## config.mk

```make
export PLATFORM = sky130hd
export DESIGN_NAME = pcm_protect_top
export DESIGN_NICKNAME = d
export VERILOG_FILES = /design/src/pcm_pkg.sv /design/src/pcm_sync_filter.sv /design/src/pcm_legacy_detect.sv /design/src/pcm_protect_top.sv
export SDC_FILE = /design/constraint.sdc
export NUM_CORES = 1
export LEC_CHECK = 0
export BUFFER_PORTS_ARGS = -buffer_cell sky130_fd_sc_hd__buf_2
export CAP_MARGIN = 30
export CORE_MARGIN = 10
export CORE_UTILIZATION = 62
export CTS_CLUSTER_SIZE = 12
export DETAILED_ROUTE_END_ITERATION = 8
export PLACE_DENSITY = 0.85
export SLEW_MARGIN = 20
export SYNTH_ARGS = -nofsm -noshare
export SYNTH_HDL_FRONTEND = slang
export SYNTH_SLANG_ARGS = --single-unit
```

## constraint.sdc

```tcl
create_clock -name clk_sys -period 10.81 [get_ports clk_sys]
set_input_delay 1.081 -clock clk_sys [delete_from_list [all_inputs] [get_ports clk_sys]]
set_output_delay 1.081 -clock clk_sys [all_outputs]
set_load 0.05 [all_outputs]
```

## src/pcm_pkg.sv

```systemverilog
// Shared constants and types of the protection and charge-mode control block.
// Assumes a single 10 MHz system clock and same-clock configuration inputs.
package pcm_pkg;
    localparam int CLK_HZ = 10_000_000;
    localparam int CYC_PER_US = CLK_HZ / 1_000_000;
    localparam int SS_TIME_US = 1000;
    localparam int SS_CYCLES = SS_TIME_US * CYC_PER_US;
    localparam int HR_WAIT_US = 100;
    localparam int HR_CYCLES = HR_WAIT_US * CYC_PER_US;
    localparam int HICCUP_OFF_US = 2000;
    localparam int HICCUP_CYCLES = HICCUP_OFF_US * CYC_PER_US;
    localparam int DEGLITCH_CYC = 4;
    localparam logic [7:0] SS_FULL = 8'hff;

    localparam logic [7:0] ADDR_LDC_CFG = 8'h18;
    localparam logic [7:0] ADDR_LDC_EXT = 8'h1e;
    localparam logic [7:0] ADDR_ILIM = 8'h20;
    localparam logic [7:0] ADDR_PEAK = 8'h21;
    localparam logic [7:0] ADDR_CTRL = 8'h22;
    localparam logic [7:0] ADDR_STAT = 8'h23;
    localparam int LDC_SEL_LSB = 1;
    localparam int LDC_ALT_BIT = 6;
    localparam int CTRL_CDP_BIT = 0;
    localparam logic [7:0] REG_RST = 8'h00;

    localparam logic [6:0] ILIM_MAX_CODE = 7'h6b;
    localparam logic [7:0] LDC_FULL_LOAD = 8'h3c;
    localparam logic [9:0] LDC_STD_0 = 10'h096;
    localparam logic [9:0] LDC_STD_1 = 10'h12c;
    localparam logic [9:0] LDC_STD_2 = 10'h258;
    localparam logic [9:0] LDC_ALT_0 = 10'h12c;
    localparam logic [9:0] LDC_ALT_1 = 10'h1c2;
    localparam logic [9:0] LDC_ALT_2 = 10'h2ee;

    typedef struct packed {
        logic oc;
        logic uv;
        logic ovp_rel_hi;
        logic ovp_rel_lo;
        logic ovp_abs;
        logic vin_ovp_hi;
        logic vin_ovp_lo;
        logic ot_hi;
        logic ot_lo;
        logic ss_above_ref;
        logic ss_above_fb;
        logic dl_divider;
        logic dl_bc12;
        logic dl_hv_req;
        logic dl_released;
    } pcm_flags_t;

    typedef struct packed {
        logic input_high_side_switch;
        logic input_low_side_switch;
        logic output_low_side_switch;
        logic output_high_side_switch;
    } pcm_sw_t;

    typedef enum logic [1:0] {
        MODE_BUCK = 2'h0,
        MODE_BOOST = 2'h1,
        MODE_BB = 2'h2
    } pcm_conv_mode_t;

    typedef enum logic [3:0] {
        DL_DIVIDER = 4'h1,
        DL_DCP = 4'h2,
        DL_HV = 4'h4,
        DL_CDP = 4'h8
    } pcm_dl_mode_t;

    typedef enum logic [4:0] {
        PS_OFF = 5'h01,
        PS_SS = 5'h02,
        PS_RUN = 5'h04,
        PS_HRW = 5'h08,
        PS_HICCUP = 5'h10
    } pcm_prot_state_t;
endpackage

```

## src/pcm_sync_filter.sv

```systemverilog
// Three-stage synchroniser and deglitch filter for asynchronous comparator flags.
// Assumes the flags may change at any time relative to clk_sys.
`timescale 1ns/1ps
module pcm_sync_filter #(
    parameter int W = 15,
    parameter int DG = 4
) (
    input wire logic clk_sys,
    input wire logic rstn,
    input wire logic ce,
    input wire logic [W-1:0] d,
    output logic [W-1:0] q
);
    initial begin
        if (W < 1 || DG < 1 || DG > 255) begin
            $error("pcm_sync_filter: bad parameters");
        end
    end

    genvar i;
    generate
        for (i = 0; i < W; i++) begin : g_bit
            logic s1_reg, s2_reg, s3_reg, q_reg;
            logic [7:0] cnt_reg;
            always_ff @(posedge clk_sys) begin
                if (!rstn) begin
                    s1_reg <= 1'b0;
                    s2_reg <= 1'b0;
                    s3_reg <= 1'b0;
                end else if (ce) begin
                    s1_reg <= d[i];
                    s2_reg <= s1_reg;
                    s3_reg <= s2_reg;
                end
            end
            // A change is only accepted after it has held for DG agreeing samples.
            always_ff @(posedge clk_sys) begin
                if (!rstn) begin
                    cnt_reg <= 8'h00;
                    q_reg <= 1'b0;
                end else if (ce) begin
                    if (s2_reg != s3_reg || s3_reg == q_reg) begin
                        cnt_reg <= 8'h00;
                    end else if (cnt_reg == 8'(DG - 1)) begin
                        cnt_reg <= 8'h00;
                        q_reg <= s3_reg;
                    end else begin
                        cnt_reg <= cnt_reg + 8'h01;
                    end
                end
            end
            assign q[i] = q_reg;
        end
    endgenerate
endmodule

```

## src/pcm_legacy_detect.sv

```systemverilog
// Legacy charging-scheme detection state machine on the data lines.
// Assumes its sense inputs are already synchronised and deglitched.
`timescale 1ns/1ps
module pcm_legacy_detect (
    input wire logic clk_sys,
    input wire logic rstn,
    input wire logic ce,
    input wire logic bc12,
    input wire logic hv_req,
    input wire logic released,
    input wire logic downstream_port_handshake_enable,
    input wire logic pd_contract,
    output pcm_pkg::pcm_dl_mode_t mode
);
    pcm_pkg::pcm_dl_mode_t mode_reg, mode_next;

    always_comb begin
        mode_next = mode_reg;
        case (mode_reg)
            pcm_pkg::DL_DIVIDER: begin
                // Divider-compliant sinks simply leave the lines alone here.
                if (bc12) begin
                    mode_next = downstream_port_handshake_enable ? pcm_pkg::DL_CDP : pcm_pkg::DL_DCP;
                end
            end
            pcm_pkg::DL_DCP: begin
                if (released) begin
                    mode_next = pcm_pkg::DL_DIVIDER;
                end else if (hv_req && !pd_contract) begin
                    mode_next = pcm_pkg::DL_HV;
                end
            end
            pcm_pkg::DL_CDP: begin
                if (released || !downstream_port_handshake_enable) begin
                    mode_next = pcm_pkg::DL_DIVIDER;
                end
            end
            pcm_pkg::DL_HV: begin
                if (released || pd_contract) begin
                    mode_next = pcm_pkg::DL_DIVIDER;
                end
            end
            default: mode_next = pcm_pkg::DL_DIVIDER;
        endcase
    end

    always_ff @(posedge clk_sys) begin
        if (!rstn) begin
            mode_reg <= pcm_pkg::DL_DIVIDER;
        end else if (ce) begin
            mode_reg <= mode_next;
        end
    end
    assign mode = mode_reg;
endmodule

```

## src/pcm_protect_top.sv

```systemverilog
// Protection sequencing and charge-mode control for a buck-boost USB-C source.
// Assumes analog comparators, PD engine and PWM modulator sit outside.
`timescale 1ns/1ps
module pcm_protect_top #(
    parameter int SS_CYC = pcm_pkg::SS_CYCLES,
    parameter int HICCUP_CYC = pcm_pkg::HICCUP_CYCLES,
    parameter int HR_CYC = pcm_pkg::HR_CYCLES
) (
    input wire logic clk_sys,
    input wire logic rstn,
    input wire logic ce,
    input pcm_pkg::pcm_flags_t flags_async,
    input pcm_pkg::pcm_conv_mode_t conv_mode,
    input wire logic pdo_pps,
    input wire logic pd_contract,
    input wire logic [7:0] iout_code,
    input wire logic otp_vin_ovp_en,
    input wire logic otp_pps_ldc_en,
    input wire logic [7:0] otp_peak_code,
    input wire logic [7:0] reg_addr,
    input wire logic [7:0] reg_wdata,
    input wire logic reg_wr,
    output logic [7:0] reg_rdata,
    output pcm_pkg::pcm_sw_t sw_en,
    output logic discharge_en,
    output logic chip_shutdown,
    output logic cc_limit_active,
    output logic hard_reset_req,
    output logic hiccup_active,
    output logic [7:0] ss_level,
    output logic ea_fixed_ref,
    output logic valley_limit_en,
    output logic [7:0] peak_code,
    output logic [6:0] ilim_code,
    output logic [9:0] ldc_mv,
    output logic boot_charge_path_one,
    output logic boot_charge_path_two,
    output pcm_pkg::pcm_dl_mode_t dl_mode
);
    initial begin
        if (SS_CYC < 256 || HICCUP_CYC < 1 || HR_CYC < 1 || SS_CYC > 65535 ||
            HICCUP_CYC > 65535 || HR_CYC > 65535) begin
            $error("pcm_protect_top: timing parameters out of range");
        end
    end
    localparam logic [15:0] SS_STEP = 16'(SS_CYC / 255);

    pcm_pkg::pcm_flags_t f;
    pcm_pkg::pcm_prot_state_t st_reg, st_next;
    logic [15:0] tmr_reg;
    logic [7:0] ldc_cfg_reg, ldc_ext_reg, ctrl_reg, peak_reg, rdata_reg;
    logic [6:0] ilim_reg;
    logic peak_wr_reg, oc_d_reg, uv_d_reg, prebias_ok_reg;
    logic ovp_rel_reg, vin_ovp_reg, ot_reg;
    logic hr_reg, hic_reg, dis_reg, fixref_reg, valley_reg;
    logic [7:0] ss_reg;
    logic [9:0] ldc_reg;
    logic bst1_reg, bst2_reg;
    logic [7:0] peak_out_reg;
    pcm_pkg::pcm_sw_t sw_reg;
    logic sw_gate, hr_fire;

    pcm_sync_filter #(
        .W($bits(pcm_pkg::pcm_flags_t)),
        .DG(pcm_pkg::DEGLITCH_CYC)
    ) u_sync (
        .clk_sys(clk_sys),
        .rstn(rstn),
        .ce(ce),
        .d(flags_async),
        .q(f)
    );

    pcm_legacy_detect u_legacy (
        .clk_sys(clk_sys),
        .rstn(rstn),
        .ce(ce),
        .bc12(f.dl_bc12),
        .hv_req(f.dl_hv_req),
        .released(f.dl_released),
        .downstream_port_handshake_enable(ctrl_reg[pcm_pkg::CTRL_CDP_BIT]),
        .pd_contract(pd_contract),
        .mode(dl_mode)
    );

    function automatic logic [9:0] ldc_full(input logic [1:0] sel, input logic alt);
        logic [9:0] v;
        v = 10'h000;
        case (sel)
            2'h0: v = alt ? pcm_pkg::LDC_ALT_0 : pcm_pkg::LDC_STD_0;
            2'h1: v = alt ? pcm_pkg::LDC_ALT_1 : pcm_pkg::LDC_STD_1;
            default: v = alt ? pcm_pkg::LDC_ALT_2 : pcm_pkg::LDC_STD_2;
        endcase
        return v;
    endfunction

    // Register writes; the current-limit code is clamped so 6.35A is never exceeded.
    always_ff @(posedge clk_sys) begin
        if (!rstn) begin
            ldc_cfg_reg <= pcm_pkg::REG_RST;
            ldc_ext_reg <= pcm_pkg::REG_RST;
            ctrl_reg <= pcm_pkg::REG_RST;
            ilim_reg <= pcm_pkg::ILIM_MAX_CODE;
            peak_reg <= pcm_pkg::REG_RST;
            peak_wr_reg <= 1'b0;
        end else if (ce && reg_wr) begin
            case (reg_addr)
                pcm_pkg::ADDR_LDC_CFG: ldc_cfg_reg <= reg_wdata;
                pcm_pkg::ADDR_LDC_EXT: ldc_ext_reg <= reg_wdata;
                pcm_pkg::ADDR_CTRL: ctrl_reg <= reg_wdata;
                pcm_pkg::ADDR_ILIM: begin
                    ilim_reg <= (reg_wdata[6:0] > pcm_pkg::ILIM_MAX_CODE) ?
                        pcm_pkg::ILIM_MAX_CODE : reg_wdata[6:0];
                end
                pcm_pkg::ADDR_PEAK: begin
                    peak_reg <= reg_wdata;
                    peak_wr_reg <= 1'b1;
                end
                default: ;
            endcase
        end
    end

    always_ff @(posedge clk_sys) begin
        if (!rstn) begin
            rdata_reg <= 8'h00;
        end else if (ce) begin
            case (reg_addr)
                pcm_pkg::ADDR_LDC_CFG: rdata_reg <= ldc_cfg_reg;
                pcm_pkg::ADDR_LDC_EXT: rdata_reg <= ldc_ext_reg;
                pcm_pkg::ADDR_CTRL: rdata_reg <= ctrl_reg;
                pcm_pkg::ADDR_ILIM: rdata_reg <= {1'b0, ilim_reg};
                pcm_pkg::ADDR_PEAK: rdata_reg <= peak_code;
                pcm_pkg::ADDR_STAT: begin
                    rdata_reg <= {1'b0, hic_reg, ot_reg, vin_ovp_reg, ovp_rel_reg,
                        f.ovp_abs, cc_limit_active, fixref_reg};
                end
                default: rdata_reg <= 8'h00;
            endcase
        end
    end

    // Fault latches with hysteresis; a hot die forces the sequencer to the off state.
    always_ff @(posedge clk_sys) begin
        if (!rstn) begin
            ovp_rel_reg <= 1'b0;
            vin_ovp_reg <= 1'b0;
            ot_reg <= 1'b0;
            oc_d_reg <= 1'b0;
            uv_d_reg <= 1'b0;
        end else if (ce) begin
            if (f.ovp_rel_hi) begin
                ovp_rel_reg <= 1'b1;
            end else if (!f.ovp_rel_lo) begin
                ovp_rel_reg <= 1'b0;
            end
            if (otp_vin_ovp_en && f.vin_ovp_hi) begin
                vin_ovp_reg <= 1'b1;
            end else if (!otp_vin_ovp_en || !f.vin_ovp_lo) begin
                vin_ovp_reg <= 1'b0;
            end
            if (f.ot_hi) begin
                ot_reg <= 1'b1;
            end else if (!f.ot_lo) begin
                ot_reg <= 1'b0;
            end
            oc_d_reg <= f.oc;
            uv_d_reg <= f.uv;
        end
    end

    assign hr_fire = (st_reg == pcm_pkg::PS_RUN || (st_reg == pcm_pkg::PS_SS && !hic_reg)) &&
        ((!pdo_pps && f.oc && !oc_d_reg) || (pdo_pps && f.uv && !uv_d_reg));

    always_comb begin
        st_next = st_reg;
        case (st_reg)
            pcm_pkg::PS_OFF: begin
                if (!ot_reg) begin
                    st_next = pcm_pkg::PS_SS;
                end
            end
            pcm_pkg::PS_SS: begin
                if (hr_fire) begin
                    st_next = pcm_pkg::PS_HRW;
                end else if (ss_reg == pcm_pkg::SS_FULL && tmr_reg == SS_STEP) begin
                    st_next = (hic_reg && f.oc) ? pcm_pkg::PS_HICCUP : pcm_pkg::PS_RUN;
                end
            end
            pcm_pkg::PS_RUN: begin
                if (hr_fire) begin
                    st_next = pcm_pkg::PS_HRW;
                end
            end
            pcm_pkg::PS_HRW: begin
                if (tmr_reg == 16'(HR_CYC - 1)) begin
                    st_next = f.oc ? pcm_pkg::PS_HICCUP : pcm_pkg::PS_RUN;
                end
            end
            pcm_pkg::PS_HICCUP: begin
                if (tmr_reg == 16'(HICCUP_CYC - 1)) begin
                    st_next = pcm_pkg::PS_SS;
                end
            end
            default: st_next = pcm_pkg::PS_OFF;
        endcase
        if (ot_reg) begin
            st_next = pcm_pkg::PS_OFF;
        end
    end

    always_ff @(posedge clk_sys) begin
        if (!rstn) begin
            st_reg <= pcm_pkg::PS_OFF;
            tmr_reg <= 16'h0000;
        end else if (ce) begin
            st_reg <= st_next;
            if (st_next != st_reg || (st_reg == pcm_pkg::PS_SS && tmr_reg == SS_STEP)) begin
                tmr_reg <= 16'h0000;
            end else begin
                tmr_reg <= tmr_reg + 16'h0001;
            end
        end
    end

    // Soft-start ramp; the reference hands over once the ramp passes it.
    always_ff @(posedge clk_sys) begin
        if (!rstn) begin
            ss_reg <= 8'h00;
            fixref_reg <= 1'b0;
            prebias_ok_reg <= 1'b0;
        end else if (ce) begin
            if (st_reg != pcm_pkg::PS_SS && st_reg != pcm_pkg::PS_RUN &&
                st_reg != pcm_pkg::PS_HRW) begin
                ss_reg <= 8'h00;
                fixref_reg <= 1'b0;
                prebias_ok_reg <= 1'b0;
            end else begin
                if (st_reg == pcm_pkg::PS_SS && tmr_reg == SS_STEP &&
                    ss_reg != pcm_pkg::SS_FULL) begin
                    ss_reg <= ss_reg + 8'h01;
                end
                if (f.ss_above_ref || st_reg == pcm_pkg::PS_RUN) begin
                    fixref_reg <= 1'b1;
                end
                if (f.ss_above_fb) begin
                    prebias_ok_reg <= 1'b1;
                end
            end
        end
    end

    // Pre-bias holds switching off; the soft-start restarts at zero after off or hiccup, not after a hard-reset wait.
    assign sw_gate = prebias_ok_reg && !ovp_rel_reg && !vin_ovp_reg && !f.ovp_abs &&
        (st_reg == pcm_pkg::PS_SS || st_reg == pcm_pkg::PS_RUN);

    always_ff @(posedge clk_sys) begin
        if (!rstn) begin
            sw_reg <= '0;
            dis_reg <= 1'b0;
            hr_reg <= 1'b0;
            hic_reg <= 1'b0;
            valley_reg <= 1'b0;
            bst1_reg <= 1'b0;
            bst2_reg <= 1'b0;
            peak_out_reg <= otp_peak_code;
        end else if (ce) begin
            peak_out_reg <= peak_wr_reg ? peak_reg : otp_peak_code;
            sw_reg <= {4{sw_gate}};
            dis_reg <= ovp_rel_reg || f.ovp_abs;
            hr_reg <= hr_fire;
            if (st_reg == pcm_pkg::PS_HICCUP) begin
                hic_reg <= 1'b1;
            end else if (st_reg == pcm_pkg::PS_RUN || st_reg == pcm_pkg::PS_OFF) begin
                hic_reg <= 1'b0;
            end
            valley_reg <= conv_mode != pcm_pkg::MODE_BOOST;
            bst1_reg <= conv_mode == pcm_pkg::MODE_BOOST;
            bst2_reg <= conv_mode == pcm_pkg::MODE_BUCK;
        end
    end

    // Compensation grows linearly with load to the full value at 3A.
    always_ff @(posedge clk_sys) begin
        if (!rstn) begin
            ldc_reg <= 10'h000;
        end else if (ce) begin
            if (pdo_pps && !otp_pps_ldc_en) begin
                ldc_reg <= 10'h000;
            end else if (iout_code >= pcm_pkg::LDC_FULL_LOAD) begin
                ldc_reg <= ldc_full(ldc_cfg_reg[pcm_pkg::LDC_SEL_LSB +: 2],
                    ldc_ext_reg[pcm_pkg::LDC_ALT_BIT]);
            end else begin
                ldc_reg <= 10'((18'(ldc_full(ldc_cfg_reg[pcm_pkg::LDC_SEL_LSB +: 2],
                    ldc_ext_reg[pcm_pkg::LDC_ALT_BIT])) * 18'(iout_code)) /
                    18'(pcm_pkg::LDC_FULL_LOAD));
            end
        end
    end

    assign reg_rdata = rdata_reg;
    assign sw_en = sw_reg;
    assign discharge_en = dis_reg;
    assign chip_shutdown = ot_reg;
    assign cc_limit_active = oc_d_reg;
    assign hard_reset_req = hr_reg;
    assign hiccup_active = hic_reg;
    assign ss_level = ss_reg;
    assign ea_fixed_ref = fixref_reg;
    assign valley_limit_en = valley_reg;
    assign peak_code = peak_out_reg;
    assign ilim_code = ilim_reg;
    assign ldc_mv = ldc_reg;
    assign boot_charge_path_one = bst1_reg;
    assign boot_charge_path_two = bst2_reg;
endmodule

```

==> results by group <==
Run status
  – Status: complete, no violations

Timing
  – Normalized max-slew margin: 37.52%
  – Final setup violation count: 0
  – Post-Route Setup TNS: 0 ns
  – Fin. Hold Viols: 0
  – Tcrit/Tclk final: 93.27%
  – Final critical-path required period: 10.08 ns
  – Worst slew pin tran: 0.9372 ns
  – Clock skew: 0.02808 ns
  – Pins over their slew limit: 0
  – Fmax: 0.09918 GHz
  – RSZ-0062 raised after global routing: no
  – Hold slack: 0.4580 ns

Routing
  – Initial drt markers: 1476
  – DR pass1 iterations: 6
  – WL final: 43270 um
  – DRC viols: 0
  – Vias/cell: 6.243
  – Vias post-DR: 15831
  – Average wire per standard cell: 17.06 um
  – Final ANT Viol Nets: 0

Clock tree
  – Sinks on Clock Net: 281
  – Clock tree buffer depth: 3
  – H-tree Lvls: 1
  – Clk root buf: clkbuf_16
  – Post-CTS sizing: 0
  – Worst-path clk slew: 0.06 ns
  – CTS Buf Count: 30
  – Clk_lat worst skew: 0.59 ns
  – TritonCTS clock tree: yes

Floorplan
  – Core Area: 26950 um^2
  – Initial Util: 63.12%
  – Rows: 60
  – Die area: 34460 um^2
  – Die Ht: 185.6 um
  – Die Wd: 185.6 um
  – Ports: 115

Synthesis
  – Post-synthesis register bit count: 281
  – Synth Cell Area: 17010 um^2
  – Synth warn: 0
  – Post-Syn Instances: 2090
  – Syn nets: 2242
  – Synth unique cells: 101
  – Asr flop ratio synth: 0%
  – Top FF cell, synth: dfxtp_1
  – Average cell area after synthesis: 8.139 um^2
  – Post-synth EDFFs: 8
  – Seq/Total Area, Yosys: 33.54%

GRT
  – Vias in the first global route: 15135
  – Initial antenna violation count: 1
  – Largest net degree at the start of global routing: 88
  – First-pass GRT wire length: 72110 um
  – GRT overflow: 0
  – GRT Util Overall: 24.67%

Power and ir drop
  – Sequential share of power: 27.1%
  – Clock Power Share: 25.2%
  – Sw Share: 40.89%
  – Psw: 0.001627 W
  – Power Internal: 0.002352 W
  – Worst vdd ir: 0.0001969 V
  – Leakage: 7.655 nW
  – Logic gate share of total power: 47.7%
  – Power per Cell Area: 211.7 nW/um^2

Setup path
  – CP Max Fanout: 12
  – WP data required: 11.27 ns
  – Type of origin of the critical path: flip-flop
  – Critical Path Sink Type: flip-flop
  – Slowest-stage cell, CP: a21oi_1
  – R2R setup slack: 0.73 ns
  – Largest stage delay, worst path: 0.69 ns
  – WS Path Type: reg -> reg
  – CP arrival: 10.54 ns

Final layout
  – Max FFs per register: 112
  – Final Cell Area: 18800 um^2
  – Share of cells above drive strength 1: 11.21%
  – N_diodes: 0
  – Area delta synth->final: 10.53%
  – Net count of the finished layout: 2327
  – Final Util: 69.76%

Placed design
  – GPL Wtd Cong: 0.9004
  – DP Wirelength: 30590 um
  – Port Buf Inserts: 113
  – DP Area: 17820 um^2

Run
  – Max Cap Violations: 0

Min path
  – Worst hold-check path type: reg -> reg
## cell families after synthesis
group	count (synthesis)	synth area share [%]
adder cells (fa/ha/maj)	97	8.959
buffers and inverters	163	3.751
XOR/XNOR	90	4.803
AO/OA/AOI/OAI	492	18.73
multiplexers	91	5.451
AND/OR/NAND/NOR	876	24.77
flip-flops	281	33.54
## critical path: cells and delay by family, from the launching register on
kind / cells / cell delay [ns]
adder cells (fa/ha/maj): 5 / 2.47
AO/OA/AOI/OAI: 16 / 5.10
flip-flops: 1 / 0.37
XOR/XNOR: 1 / 0.38
AND/OR/NAND/NOR: 5 / 0.90
buffers and inverters: 7 / 0.77
## cells in the mapped netlist, types with 18 or more instances
cell      instances  area [um^2]
xor2_1           62        543.0
and2_1           41        256.5
ha_1             53        663.1
nor3_1           31        155.2
nand3_1         119        595.6
inv_1            81        304.0
and3_1           46        287.8
nand4_1          19        118.9
fa_1             42        840.8
dfxtp_1         273         5465
nor2_1          239        897.1
nand2b_1         22        137.6
nor2b_1          18        112.6
nand2_1         255        957.2
nor4_1           20        125.1
clkbuf_1         56        210.2
xnor2_1          25        219.0
o21ai_0         186        930.9
mux2i_1          78        780.8
a21oi_1         121        605.6
## power groups by stage
stage	sequential, W	clock [W]	combinational, W
final	0.00108	0.00100	0.00190
after global placement	0.00110	0	0.00179
after floorplan	0.00114	0	0.00143
after CTS	0.00108	0.00101	0.00184
after detailed placement	0.00110	0	0.00182
after global routing	0.00108	0.00106	0.00207
## path summary, 6_finish.rpt
path / from / to / cells past startpoint
min reg2reg: peak_reg[3] / peak_reg[3] / 2
min: peak_reg[3] / peak_reg[3] / 2
max: ldc_cfg_reg[2] / ldc_mv[1] / 34
max reg2reg: ldc_cfg_reg[2] / ldc_mv[1] / 34
## stage by stage
step / instances / total power (W) / worst slack [ns]
after detailed placement: 2481 / 0.002921 / 0.5599
after global placement: 2481 / 0.002887 / 0.6924
after global routing: 2536 / 0.004201 / 0.006487
final: 2536 / 0.003980 / 0.7272
after CTS: 2533 / 0.003926 / 0.6297
after floorplan: 2090 / 0.002572 / 1.604
## layout make-up
type	instances	area, um^2
clock buffer	47	874.6
sequential	281	5705
timing repair buffer	134	725.7
clock inverter	5	82.58
inverter	82	310.3
tap	341	426.7
fill	2064	8149
multi-input combinational	1646	10680
## repair_timing
item,in CTS,in global routing
hold buffers,0,0
buffers inserted,0,3
setup endpoints to repair,0,3
## metal layers
metal	GRT usage [%]	vias to the layer above	part of all wire, %
met5	0	-	0
met4	7.352	0	2.4
met3	4.211	80	7.7
met2	41.29	579	47
met1	31.87	7531	43
li1	-	7641	-
## placed cells by master, fill, tap and decap left out, types with 14 or more instances in the layout
| master | instances |
|---|---|
| o31ai_1 | 15 |
| nand4_1 | 19 |
| clkbuf_16 | 30 |
| fa_1 | 42 |
| mux2i_1 | 78 |
| a21oi_1 | 121 |
| nand3_1 | 119 |
| xor2_1 | 62 |
| a211oi_1 | 16 |
| or4_1 | 14 |
| or4b_2 | 14 |
| a32o_1 | 16 |
| nor3_1 | 31 |
| xnor2_1 | 25 |
| dfxtp_1 | 273 |
| and2_1 | 41 |
| buf_2 | 112 |
| nor2b_1 | 18 |
| nor2_1 | 237 |
| o21ai_0 | 186 |
| nor4_1 | 20 |
| nand2_1 | 255 |
| and3_1 | 46 |
| nand2b_1 | 22 |
| inv_1 | 81 |
| buf_4 | 22 |
| ha_1 | 53 |
Note: power is estimated with default switching activity, not from simulation.
